[src/temp_readout_pkg.sv]
// constants shared by the temperature readout register bank
// assumes one clock domain and a command-coded byte read port
`default_nettype none
package temp_readout_pkg;
  // ****************
  // channel shape
  // ****************
  localparam int NUM_CHAN = 5;
  localparam int INT_W    = 8;
  localparam int FRAC_W   = 5;
  localparam int TEMP_W   = INT_W + FRAC_W;
  localparam int PAD_W    = 3;
  // ****************
  // command codes
  // ****************
  localparam logic [7:0] CMD_LOCAL_HIGH   = 8'h10;
  localparam logic [7:0] CMD_REMOTE1_HIGH = 8'h11;
  localparam logic [7:0] CMD_REMOTE2_HIGH = 8'h12;
  localparam logic [7:0] CMD_REMOTE3_HIGH = 8'h13;
  localparam logic [7:0] CMD_REMOTE4_HIGH = 8'h14;
  localparam logic [7:0] CMD_LOCAL_LOW    = 8'h20;
  localparam logic [7:0] CMD_REMOTE1_LOW  = 8'h21;
  localparam logic [7:0] CMD_REMOTE2_LOW  = 8'h22;
  localparam logic [7:0] CMD_REMOTE3_LOW  = 8'h23;
  localparam logic [7:0] CMD_REMOTE4_LOW  = 8'h24;
  // ****************
  // field masks and reset values
  // ****************
  localparam logic [FRAC_W-1:0] FRAC_MASK_COARSE = 5'h1c;
  localparam logic [FRAC_W-1:0] FRAC_MASK_FINE   = 5'h1f;
  localparam logic [TEMP_W-1:0] TEMP_RESET       = 13'h0000;
  localparam logic [7:0]        UNMAPPED_DATA    = 8'h00;
  typedef logic [TEMP_W-1:0] temp_t;
endpackage : temp_readout_pkg
`default_nettype wire

[src/temp_chan_if.sv]
// signals passed between the readout top, its decoder and its channels
// assumes all parties run on the same clock
`default_nettype none
interface temp_chan_if;
  import temp_readout_pkg::*;
  logic                    ce;
  logic                    rdReq;
  logic [7:0]              rdCmd;
  logic [NUM_CHAN-1:0]     upd;
  temp_t                   temp     [NUM_CHAN];
  logic [FRAC_W-1:0]       fracMask [NUM_CHAN];
  logic [NUM_CHAN-1:0]     rdHi;
  logic [NUM_CHAN-1:0]     rdLo;
  logic [7:0]              hiByte   [NUM_CHAN];
  logic [7:0]              loByte   [NUM_CHAN];
  logic                    locked   [NUM_CHAN];
  modport top  (output ce, rdReq, rdCmd, upd, temp, fracMask,
                input rdHi, rdLo, hiByte, loByte, locked);
  modport dec  (input rdReq, rdCmd, output rdHi, rdLo);
  modport chan (input ce, upd, temp, fracMask, rdHi, rdLo,
                output hiByte, loByte, locked);
endinterface : temp_chan_if
`default_nettype wire

[src/temp_cmd_decode.sv]
// turns a read request and command code into per-channel high/low strobes
// assumes the request is qualified by the clock enable upstream
`default_nettype none
module temp_cmd_decode
  import temp_readout_pkg::*;
(
  temp_chan_if.dec bus
);
  localparam logic [7:0] HIGH_CMD [NUM_CHAN] = '{CMD_LOCAL_HIGH, CMD_REMOTE1_HIGH,
    CMD_REMOTE2_HIGH, CMD_REMOTE3_HIGH, CMD_REMOTE4_HIGH};
  localparam logic [7:0] LOW_CMD [NUM_CHAN] = '{CMD_LOCAL_LOW, CMD_REMOTE1_LOW,
    CMD_REMOTE2_LOW, CMD_REMOTE3_LOW, CMD_REMOTE4_LOW};
  // ****************
  // one-hot strobes
  // ****************
  for (genvar i = 0; i < NUM_CHAN; i++) begin : g_dec
    assign bus.rdHi[i] = bus.rdReq && (bus.rdCmd == HIGH_CMD[i]);
    assign bus.rdLo[i] = bus.rdReq && (bus.rdCmd == LOW_CMD[i]);
  end
endmodule // temp_cmd_decode
`default_nettype wire

[src/temp_chan_lock.sv]
// one channel: live conversion result plus frozen low byte
// assumes at most one of rdHi/rdLo per cycle for this channel
`default_nettype none
module temp_chan_lock
  import temp_readout_pkg::*;
#(
  parameter int CH = 0
) (
  input  wire logic ref_clk,
  input  wire logic rst,
  temp_chan_if.chan bus
);
  temp_t             liveQ;
  logic [FRAC_W-1:0] frozQ;
  logic              lockQ;
  logic [FRAC_W-1:0] fracSel;
  // ****************
  // state
  // ****************
  always_ff @(posedge ref_clk or posedge rst) begin
    if (rst) begin
      liveQ <= TEMP_RESET;
      frozQ <= '0;
      lockQ <= 1'b0;
    end else if (bus.ce) begin
      if (bus.upd[CH]) begin
        liveQ <= bus.temp[CH];
      end
      if (bus.rdHi[CH]) begin
        frozQ <= liveQ[FRAC_W-1:0];
        lockQ <= 1'b1;
      end else if (bus.rdLo[CH]) begin
        lockQ <= 1'b0;
      end
    end
  end
  // ****************
  // byte views
  // ****************
  assign fracSel         = lockQ ? frozQ : liveQ[FRAC_W-1:0];
  assign bus.hiByte[CH]  = liveQ[TEMP_W-1:FRAC_W];
  assign bus.loByte[CH]  = {fracSel & bus.fracMask[CH], {PAD_W{1'b0}}};
  assign bus.locked[CH]  = lockQ;
endmodule // temp_chan_lock
`default_nettype wire

[src/temp_value_readout_regs.sv]
// read-only temperature result registers with high/low byte coherency lock
// assumes conversion results and read requests come from logic on ref_clk
`default_nettype none
module temp_value_readout_regs
  import temp_readout_pkg::*;
(
  input  wire logic                ref_clk,
  input  wire logic                rst,
  input  wire logic                ce,
  input  wire logic                rdEn,
  input  wire logic [7:0]          rdCmd,
  output logic                     rdValid,
  output logic [7:0]               rdData,
  input  wire logic [NUM_CHAN-1:0] convValid,
  input  wire temp_readout_pkg::temp_t convLocal,
  input  wire temp_readout_pkg::temp_t convRemote1,
  input  wire temp_readout_pkg::temp_t convRemote2,
  input  wire temp_readout_pkg::temp_t convRemote3,
  input  wire temp_readout_pkg::temp_t convRemote4,
  input  wire logic [1:0]          filterOn,
  input  wire logic [7:0]          localLimit,
  output logic                     localOver,
  output logic                     localErrEvent,
  output logic [NUM_CHAN-1:0]      lowLocked
);
  import temp_readout_pkg::*;

  temp_chan_if bus ();

  logic [7:0]          rdDataQ;
  logic [7:0]          rdDataD;
  logic                rdValidQ;
  logic                localOverQ;
  logic                localOverD;
  logic                localEvtQ;
  logic                hiHit;
  logic                loHit;
  logic [7:0]          hiSel;
  logic [7:0]          loSel;
  logic [NUM_CHAN-1:0] lockVec;

  // ****************
  // inputs onto the channel carrier
  // ****************
  assign bus.ce    = ce;
  assign bus.rdReq = rdEn && ce;
  assign bus.rdCmd = rdCmd;
  assign bus.upd   = convValid;
  assign bus.temp[0] = convLocal;
  assign bus.temp[1] = convRemote1;
  assign bus.temp[2] = convRemote2;
  assign bus.temp[3] = convRemote3;
  assign bus.temp[4] = convRemote4;

  // local and unfiltered remotes keep eighth-degree resolution
  assign bus.fracMask[0] = FRAC_MASK_COARSE;
  assign bus.fracMask[1] = filterOn[0] ? FRAC_MASK_FINE : FRAC_MASK_COARSE;
  assign bus.fracMask[2] = filterOn[1] ? FRAC_MASK_FINE : FRAC_MASK_COARSE;
  assign bus.fracMask[3] = FRAC_MASK_COARSE;
  assign bus.fracMask[4] = FRAC_MASK_COARSE;

  // ****************
  // decode and channels
  // ****************
  temp_cmd_decode u_dec (
    .bus (bus)
  );

  for (genvar i = 0; i < NUM_CHAN; i++) begin : g_chan
    temp_chan_lock #(
      .CH (i)
    ) u_chan (
      .ref_clk (ref_clk),
      .rst     (rst),
      .bus     (bus)
    );
    assign lockVec[i] = bus.locked[i];
  end

  // ****************
  // read data selection
  // ****************
  always_comb begin
    hiSel = UNMAPPED_DATA;
    loSel = UNMAPPED_DATA;
    for (int i = 0; i < NUM_CHAN; i++) begin
      if (bus.rdHi[i]) begin
        hiSel = bus.hiByte[i];
      end
      if (bus.rdLo[i]) begin
        loSel = bus.loByte[i];
      end
    end
  end

  assign hiHit   = |bus.rdHi;
  assign loHit   = |bus.rdLo;
  assign rdDataD = hiHit ? hiSel : (loHit ? loSel : UNMAPPED_DATA);

  always_ff @(posedge ref_clk or posedge rst) begin
    if (rst) begin
      rdDataQ  <= UNMAPPED_DATA;
      rdValidQ <= 1'b0;
    end else if (ce) begin
      rdValidQ <= rdEn;
      if (rdEn) begin
        rdDataQ <= rdDataD;
      end
    end
  end

  // ****************
  // local temperature error
  // ****************
  assign localOverD = $signed(bus.hiByte[0]) > $signed(localLimit);

  always_ff @(posedge ref_clk or posedge rst) begin
    if (rst) begin
      localOverQ <= 1'b0;
      localEvtQ  <= 1'b0;
    end else if (ce) begin
      localOverQ <= localOverD;
      localEvtQ  <= localOverD && !localOverQ;
    end
  end

  // ****************
  // outputs
  // ****************
  assign rdValid       = rdValidQ;
  assign rdData        = rdDataQ;
  assign localOver     = localOverQ;
  assign localErrEvent = localEvtQ;
  assign lowLocked     = lockVec;
endmodule // temp_value_readout_regs
`default_nettype wire

[config.mk]
export PLATFORM = sky130hd
export DESIGN_NAME = temp_value_readout_regs
export DESIGN_NICKNAME = d
export VERILOG_FILES = /design/src/temp_readout_pkg.sv /design/src/temp_chan_if.sv /design/src/temp_cmd_decode.sv /design/src/temp_chan_lock.sv /design/src/temp_value_readout_regs.sv
export SDC_FILE = /design/constraint.sdc
export NUM_CORES = 1
export LEC_CHECK = 0
export BUFFER_PORTS_ARGS = -buffer_cell sky130_fd_sc_hd__buf_2
export CAP_MARGIN = 10
export CELL_PAD_IN_SITES_DETAIL_PLACEMENT = 0
export CELL_PAD_IN_SITES_GLOBAL_PLACEMENT = 1
export CORE_UTILIZATION = 42
export CTS_CLUSTER_SIZE = 8
export DETAILED_ROUTE_END_ITERATION = 16
export GPL_ROUTABILITY_DRIVEN = 0
export HOLD_SLACK_MARGIN = 0.15
export PLACE_DENSITY = 0.81
export SYNTH_ARGS = -nofsm -noshare
export SYNTH_HDL_FRONTEND = slang
export SYNTH_SLANG_ARGS = --single-unit
[constraint.sdc]
create_clock -name ref_clk -period 3.64 [get_ports ref_clk]
set_input_delay 0.182 -clock ref_clk [delete_from_list [all_inputs] [get_ports ref_clk]]
set_output_delay 0.182 -clock ref_clk [all_outputs]
set_load 0.1 [all_outputs]
==> results of run 1 <==
## synthesized netlist by cell type, types with 4 or more instances
| cell | instances |
|---|---|
| a211oi_1 | 6 |
| a21oi_1 | 9 |
| buf_1 | 4 |
| buf_4 | 7 |
| clkbuf_1 | 6 |
| dfrtp_1 | 94 |
| ha_1 | 8 |
| inv_1 | 14 |
| mux2_1 | 5 |
| mux2_2 | 76 |
| mux2i_1 | 18 |
| nand2_1 | 29 |
| nand3_1 | 4 |
| nor2_1 | 16 |
| nor2b_1 | 4 |
| o21ai_0 | 15 |
| o31ai_1 | 4 |
## metal layers
layer	global-route usage [%]	vias to the layer above	routed length [um]
li1	-	1670	-
met1	28.3	1718	4980
met2	34.2	91	5280
met3	3.99	20	506
met4	9.42	0	256
met5	0	-	0
## final cells by class
| type | count | area share, % |
|---|---|---|
| Clock buffer | 12 | 2.45 |
| Multi-Input combinational cell | 245 | 34.5 |
| Clock inverter | 3 | 0.759 |
| Tap cell | 136 | 2.87 |
| Sequential cell | 94 | 39.6 |
| Inverter | 14 | 0.906 |
| Timing Repair Buffer | 163 | 18.9 |
## state kept, by name, summed over array words and instances, names as in the netlist
signal               count
g_chan.u_chan.lockQ      5
localErrEvent            1
g_chan.u_chan.liveQ     59
g_chan.u_chan.frozQ     19
localOver                1
rdData                   8
rdValid                  1
## logic make-up after synthesis
logic type,Yosys count,synth area share [%]
adders and majority gates,8,2.19
AOI/OAI and AO/OA,65,10.0
and+or+nand+nor,73,8.73
buffers and inverters,35,3.70
DFF,94,51.5
muxes,99,23.9
## worst max-delay path, cell delays in order
cell and delay, ns:
buf_2 0.29, and4bb_2 0.48, nand3_2 0.23, nor2_1 0.35, mux2_2 0.38
## worst min path at each step
stage / start / endpoint / slack (ns)
after floorplan: convRemote1[10] / g_chan[1].u_chan.liveQ[10] / 0.33
after global placement: rst / rdValid / 0.20
after detailed placement: rst / rdValid / 0.20
after CTS: rdEn / rdData[3] / 0.17
after global routing: rdEn / rdData[3] / 0.19
final: rdEn / rdData[3] / 0.19
## stage by stage
| stage | cells | hold WS [ns] | util (%) |
|---|---|---|---|
| finish | 667 | 0.185 | 57.0 |
| global placement | 592 | 0.199 | 49.4 |
| detailed placement | 592 | 0.203 | 49.4 |
| CTS | 667 | 0.166 | 57.0 |
| floorplan | 374 | 0.332 | - |
| global route | 667 | 0.189 | 57.0 |
## power breakdown
group,switching (W),internal [W],total [W],leakage [nW]
sequential,0.0000837,0.00116,0.00124,1.17
clock,0.000351,0.000333,0.000684,0.0887
combinational,0.000256,0.000229,0.000485,1.50
total,0.000690,0.00172,0.00241,2.75
## repair_timing
action                                 in CTS  in global routing
endpoints found under the hold margin      83                  0
hold buffers                               60                  0
setup endpoints to repair                   0                  0
==> flow_summary.toml, run 1 <==
[clock_tree]
cts_buffers = 9
htreeDepth = 3
clkTransAtPathRegs_ns = 0.09
cts.repair.resized = 0
root_buffer = "clkbuf_8"
cts_tree = "built"
cts.sinks = 94
insertion_delay_ns = 0.37
clk_path_buf_depth = 2
cts_setup_buffers = 0

[floorplanning]
ios = 108
rows = 37
die_height_um = 106
placeableCoreArea_sq_mm = 0.0104
dieArea_sq_mm = 0.0113
initial_core_util_pct = 43.9
fp.dieW_um = 106

[setup_path]
reg2reg_depth = 4
worstSetupEndpoint = "g_chan[3].u_chan.frozQ[2]"
crit_type = "primary input to register"
required_ns = 3.90
startpoint = "ce"
worst_setup_path_end_kind = "register"
r2r_start = "g_chan[1].u_chan.lockQ"
arrival_ns = 1.93
r2r_end = "rdData[7]"
critPathMaxFanout = 16
cp-start-kind = "primary input"
r2r_setup_slack_ns = 1.99

[logic_synthesis]
ys_ff_latch = 94
avgSynthCellArea_sq_um = 12.2
synth_ff_type = "dfrtp_1"
netlist_top_cells_area = "dfrtp_1 (51%), mux2_2 (19%), mux2i_1 (3.9%), nand2_1 (2.4%), ha_1 (2.2%)"
yosys_warnings = 0
synth_edf_count = 0
async_flop_share_pct = 100
ys_types = 53
synth_top_area_share_pct = 51.5
syn-cell-area_sq_mm = 0.00457
syn_inst = 374
syn_nets = 474
synth_top_area_cell = "dfrtp_1"
yosysSeqAreaShare_pct = 51.5

[routing]
wl_per_cell_um = 16.5
drt_wl_total_um = 11000
dr.pass1.iters = 4
ant_nets = 0
drc = 0
viasPerCell = 5.25
drt_iter0_markers = 159
vias = 3499

[worst_hold_path]
hp-class = "primary input to register"
hold-path-cell-count = 3

[run_status]
outcome = "completed"

[timing]
setup_slack_ns = 1.97
skew_ns = 0.00910
max_freq_ghz = 0.597
tns_ns = 0
fin_crit_sh_pct = 46.0
period_minus_slack_ns = 1.67
rsz0062_at_grt = "no"
slew_headroom_pct = 60.6
hold_violations = 0
max_slew.worst_pin.slew_ns = 0.588
setup_violations = 0
maxSlewViolCount = 0

[grt]
grt_pass1_vias = 3646
grt_overflow = 0
grt_max_degree = 39
antenna_found_initial = 0
track_usage_pct = 21.4
grt_pass1_wl_um = 18300

[finish]
final_common_cell = "buf_2"
antenna_cells = 0
drive_gt1_share_pct = 38.2
multi_input_area_sq_mm = 0.00205
seq_area_sq_mm = 0.00235
mostFrequentLayoutCells = "buf_2 (101), dfrtp_1 (94), mux2_2 (76)"
fillerInstances = 929
final_nets = 627
final_area_sq_mm = 0.00594
synthToLayoutAreaGrowth_pct = 29.9

[power]
irDropWorstVdd_v = 0.000171
p_leak_nw = 2.75
power_density_mw_per_mm2 = 406
total_power_w = 0.00241

[placed_design]
io_buffers = 101
dpl.hpwl_um = 8180
placed_area_sq_mm = 0.00514
post-place-ws_ns = 1.56

[job]
cap_violations = 0
Note: power is estimated with default switching activity, not from simulation.
==> inputs of run 2 (changes only) <==
--- a/config.mk
+++ b/config.mk
@@ -5,16 +5,17 @@
 export SDC_FILE = /design/constraint.sdc
 export NUM_CORES = 1
 export LEC_CHECK = 0
+export ABC_AREA = 1
 export BUFFER_PORTS_ARGS = -buffer_cell sky130_fd_sc_hd__buf_2
 export CAP_MARGIN = 10
 export CELL_PAD_IN_SITES_DETAIL_PLACEMENT = 0
 export CELL_PAD_IN_SITES_GLOBAL_PLACEMENT = 1
-export CORE_UTILIZATION = 42
+export CORE_UTILIZATION = 40
 export CTS_CLUSTER_SIZE = 8
 export DETAILED_ROUTE_END_ITERATION = 16
 export GPL_ROUTABILITY_DRIVEN = 0
 export HOLD_SLACK_MARGIN = 0.15
-export PLACE_DENSITY = 0.81
+export PLACE_DENSITY = 0.82
 export SYNTH_ARGS = -nofsm -noshare
 export SYNTH_HDL_FRONTEND = slang
 export SYNTH_SLANG_ARGS = --single-unit
==> constraint.sdc (replaced) <==
create_clock -name ref_clk -period 1.58 [get_ports ref_clk]
set_input_delay 0.079 -clock ref_clk [delete_from_list [all_inputs] [get_ports ref_clk]]
set_output_delay 0.079 -clock ref_clk [all_outputs]
set_load 0.1 [all_outputs]
==> run 2 against run 1 <==
Total power grew to 2.6 times the previous value. Routed wire length is 7.2% higher. Sequential share of layout area is 3.2 points lower. Critical path depth is 6 higher. Global-route usage is 0.67 points lower. Via count is 19% higher. Clock power grew to 3.6 times the previous value. Die area is 7.6% higher. Clock skew is 0.0019 ns higher. Combinational power is 130% higher. Critical endpoint is now localOver. Largest power group unchanged.
==> flow_summary.toml, run 2 <==
[floorplanning]
initial_core_util_pct = 41.1
rows = 39
fp.dieW_um = 110
die_height_um = 110
ios = 108
dieArea_sq_mm = 0.0122
placeableCoreArea_sq_mm = 0.0114

[finish]
final_common_cell = "nand2_1"
final_nets = 823
top_register = "g_chan.u_chan.liveQ"
mostFrequentLayoutCells = "nand2_1 (120), buf_2 (101), dfrtp_1 (94)"
synthToLayoutAreaGrowth_pct = 37.8
fillerInstances = 1060
largest_reg_flops = 59
finalNonFillerCells = 871
final_util_pct = 56.6
antenna_cells = 0
drive_gt1_share_pct = 26.5

[logic_synthesis]
yosysSeqAreaShare_pct = 50.2
async_flop_share_pct = 100
yosys_warnings = 0
syn_inst = 547
ys_ff_latch = 94
netlist_top_cells_area = "dfrtp_1 (50%), nand2_1 (9.8%), mux2_2 (6.2%), nor2_1 (5.0%), inv_1 (5.0%)"
synth_top_area_cell = "dfrtp_1"
ys_types = 33
synth_ff_type = "dfrtp_1"
yosysMostFrequentCell = "nand2_1"
synth_top_area_share_pct = 50.2
syn_nets = 647
syn-cell-area_sq_mm = 0.00469
avgSynthCellArea_sq_um = 8.57
ys_top_cells_by_count = "nand2_1 (123), dfrtp_1 (94), nor2_1 (63)"
synth_edf_count = 0

[setup_path]
crit_chain = "ha_1 > nand2_2 > nor2_4 > o21ai_1 > nand3_1 > nand2_1 > nand2_1 > nand2_1 > nand2_2 > nand2_1 > o21ai_1"
r2r_start = "g_chan[0].u_chan.liveQ[9]"
r2r_setup_slack_ns = 0.08
required_ns = 1.81
cp-start-kind = "register"
startpoint = "g_chan[0].u_chan.liveQ[9]"
crit_type = "register to register"
reg2reg_depth = 11
cpPeakStageDelay_ns = 0.40
critPathMaxFanout = 3
worst_setup_path_end_kind = "register"
worst_path_max_delay_cell = "dfrtp_1"
cp_common_cell = "nand2_1"
arrival_ns = 1.73

[clock_tree]
cts.sinks = 94
clkTransAtPathRegs_ns = 0.07
cts_buffers = 9
htreeDepth = 3
clk_path_buf_depth = 2
root_buffer = "clkbuf_16"
insertion_delay_ns = 0.34
cts_tree = "built"

[grt]
grt_overflow = 0
grt_pass1_wl_um = 18900
grt_max_degree = 95
grt_pass1_vias = 4084
track_usage_pct = 20.7
antenna_found_initial = 0

[timing]
tns_ns = 0
setup_slack_ns = 0.0817
setup_violations = 0
period_minus_slack_ns = 1.50
maxSlewViolCount = 0
max_freq_ghz = 0.667
skew_ns = 0.0110
fin_crit_sh_pct = 94.8
slew_headroom_pct = 66.6
max_slew.worst_pin.slew_ns = 0.501
hold_violations = 0
rsz0062_at_grt = "yes"

[worst_hold_path]
worstHoldStart = "filterOn[1]"
hp-class = "primary input to register"
hold-path-cell-count = 5

[routing]
viasPerCell = 4.77
drt_wl_total_um = 11800
dr.pass1.iters = 4
vias = 4151
ant_nets = 0
drt_iter0_markers = 183
wl_per_cell_um = 13.6
drc = 0

[power]
total_power_w = 0.00635
irDropWorstVdd_v = 0.000761
p_leak_nw = 3.34
power_density_mw_per_mm2 = 983

[placed_design]
post-place-ws_ns = 0.0720
dp.cells = 788
io_buffers = 101
dpl.hpwl_um = 8500

[job]
cap_violations = 0

[run_status]
outcome = "completed"
==> run 2: cell types whose count changed in the layout (fill, tap and decap cells not counted), sizes merged, moves of 6 or more <==
| cell | before | now |
|---|---|---|
| nand2 | 31 | 132 |
| nor2 | 16 | 71 |
| inv | 13 | 67 |
| mux2 | 81 | 27 |
| a21oi | 9 | 40 |
| nand3 | 5 | 30 |
| o21ai | 16 | 41 |
| mux2i | 18 | 1 |
| buf | 103 | 118 |
| a211oi | 6 | 0 |
==> run 2: final timing paths <==
kind / end
worst min-delay path: rdData[3]
worst min register to register: rdData[0]
min in group asynchronous: g_chan[1].u_chan.liveQ[0]
worst max-delay path: localOver
max in group asynchronous: g_chan[4].u_chan.liveQ[12]
worst max register to register: localOver
==> run 2: cell families after synthesis <==
group,Yosys count,share of synthesized area [%]
AOI/OAI and AO/OA,91,10.2
and+or+nand+nor,241,23.2
buffers and inverters,85,7.53
DFF,94,50.2
muxes,28,6.70
adders and majority gates,8,2.14
==> run 2: critical path, delay by kind of cell (launching register included) <==
family	cells	cell delay, ns
AOI/OAI and AO/OA	2	0.14
adders and majority gates	1	0.30
DFF	1	0.40
and+or+nand+nor	8	0.53
==> run 2: repair_timing <==
action / in CTS / in global routing
gates resized for setup: 0 / 11
hold endpoints to repair: 155 / 0
hold buffers: 63 / 0
endpoints found under the setup margin: 0 / 2
setup buffers: 0 / 4
==> run 2: layout make-up <==
cell class              instances  area, sq um  area share (%)
flip-flops and latches         94         2350            36.4
multi-input cells             368         2040            31.6
repair buffers                181         1280            19.8
inverters                      69          268            4.15
clock buffers                  12          267            4.13
well taps                     143          179            2.77
clock inverters                 4         76.3            1.18
==> run 2: metal layers <==
| metal | up-vias | GRT usage (%) | share of wire [%] |
|---|---|---|---|
| met1 | 1929 | 26.9 | 45 |
| li1 | 2106 | - | - |
| met4 | 0 | 9.12 | 2.4 |
| met2 | 97 | 34.0 | 47 |
| met3 | 19 | 3.59 | 5.2 |
| met5 | - | 0 | 0 |
==> run 2: where the power goes <==
part | switching, W | internal (W) | total, W
clock | 0.000918 | 0.00152 | 0.00244
combinational | 0.000651 | 0.000480 | 0.00113
sequential | 0.000126 | 0.00265 | 0.00278
total | 0.00170 | 0.00465 | 0.00635
==> run 2: metrics by stage <==
| stage | hold slack [ns] | instance area, sq um |
|---|---|---|
| 2_1_floorplan | 0.229 | 4690 |
| 3_3_place_gp | 0.260 | 5400 |
| 3_5_place_dp | 0.263 | 5400 |
| 4_1_cts | 0.151 | 6370 |
| 5_1_grt | 0.201 | 6460 |
| 6_report | 0.168 | 6460 |
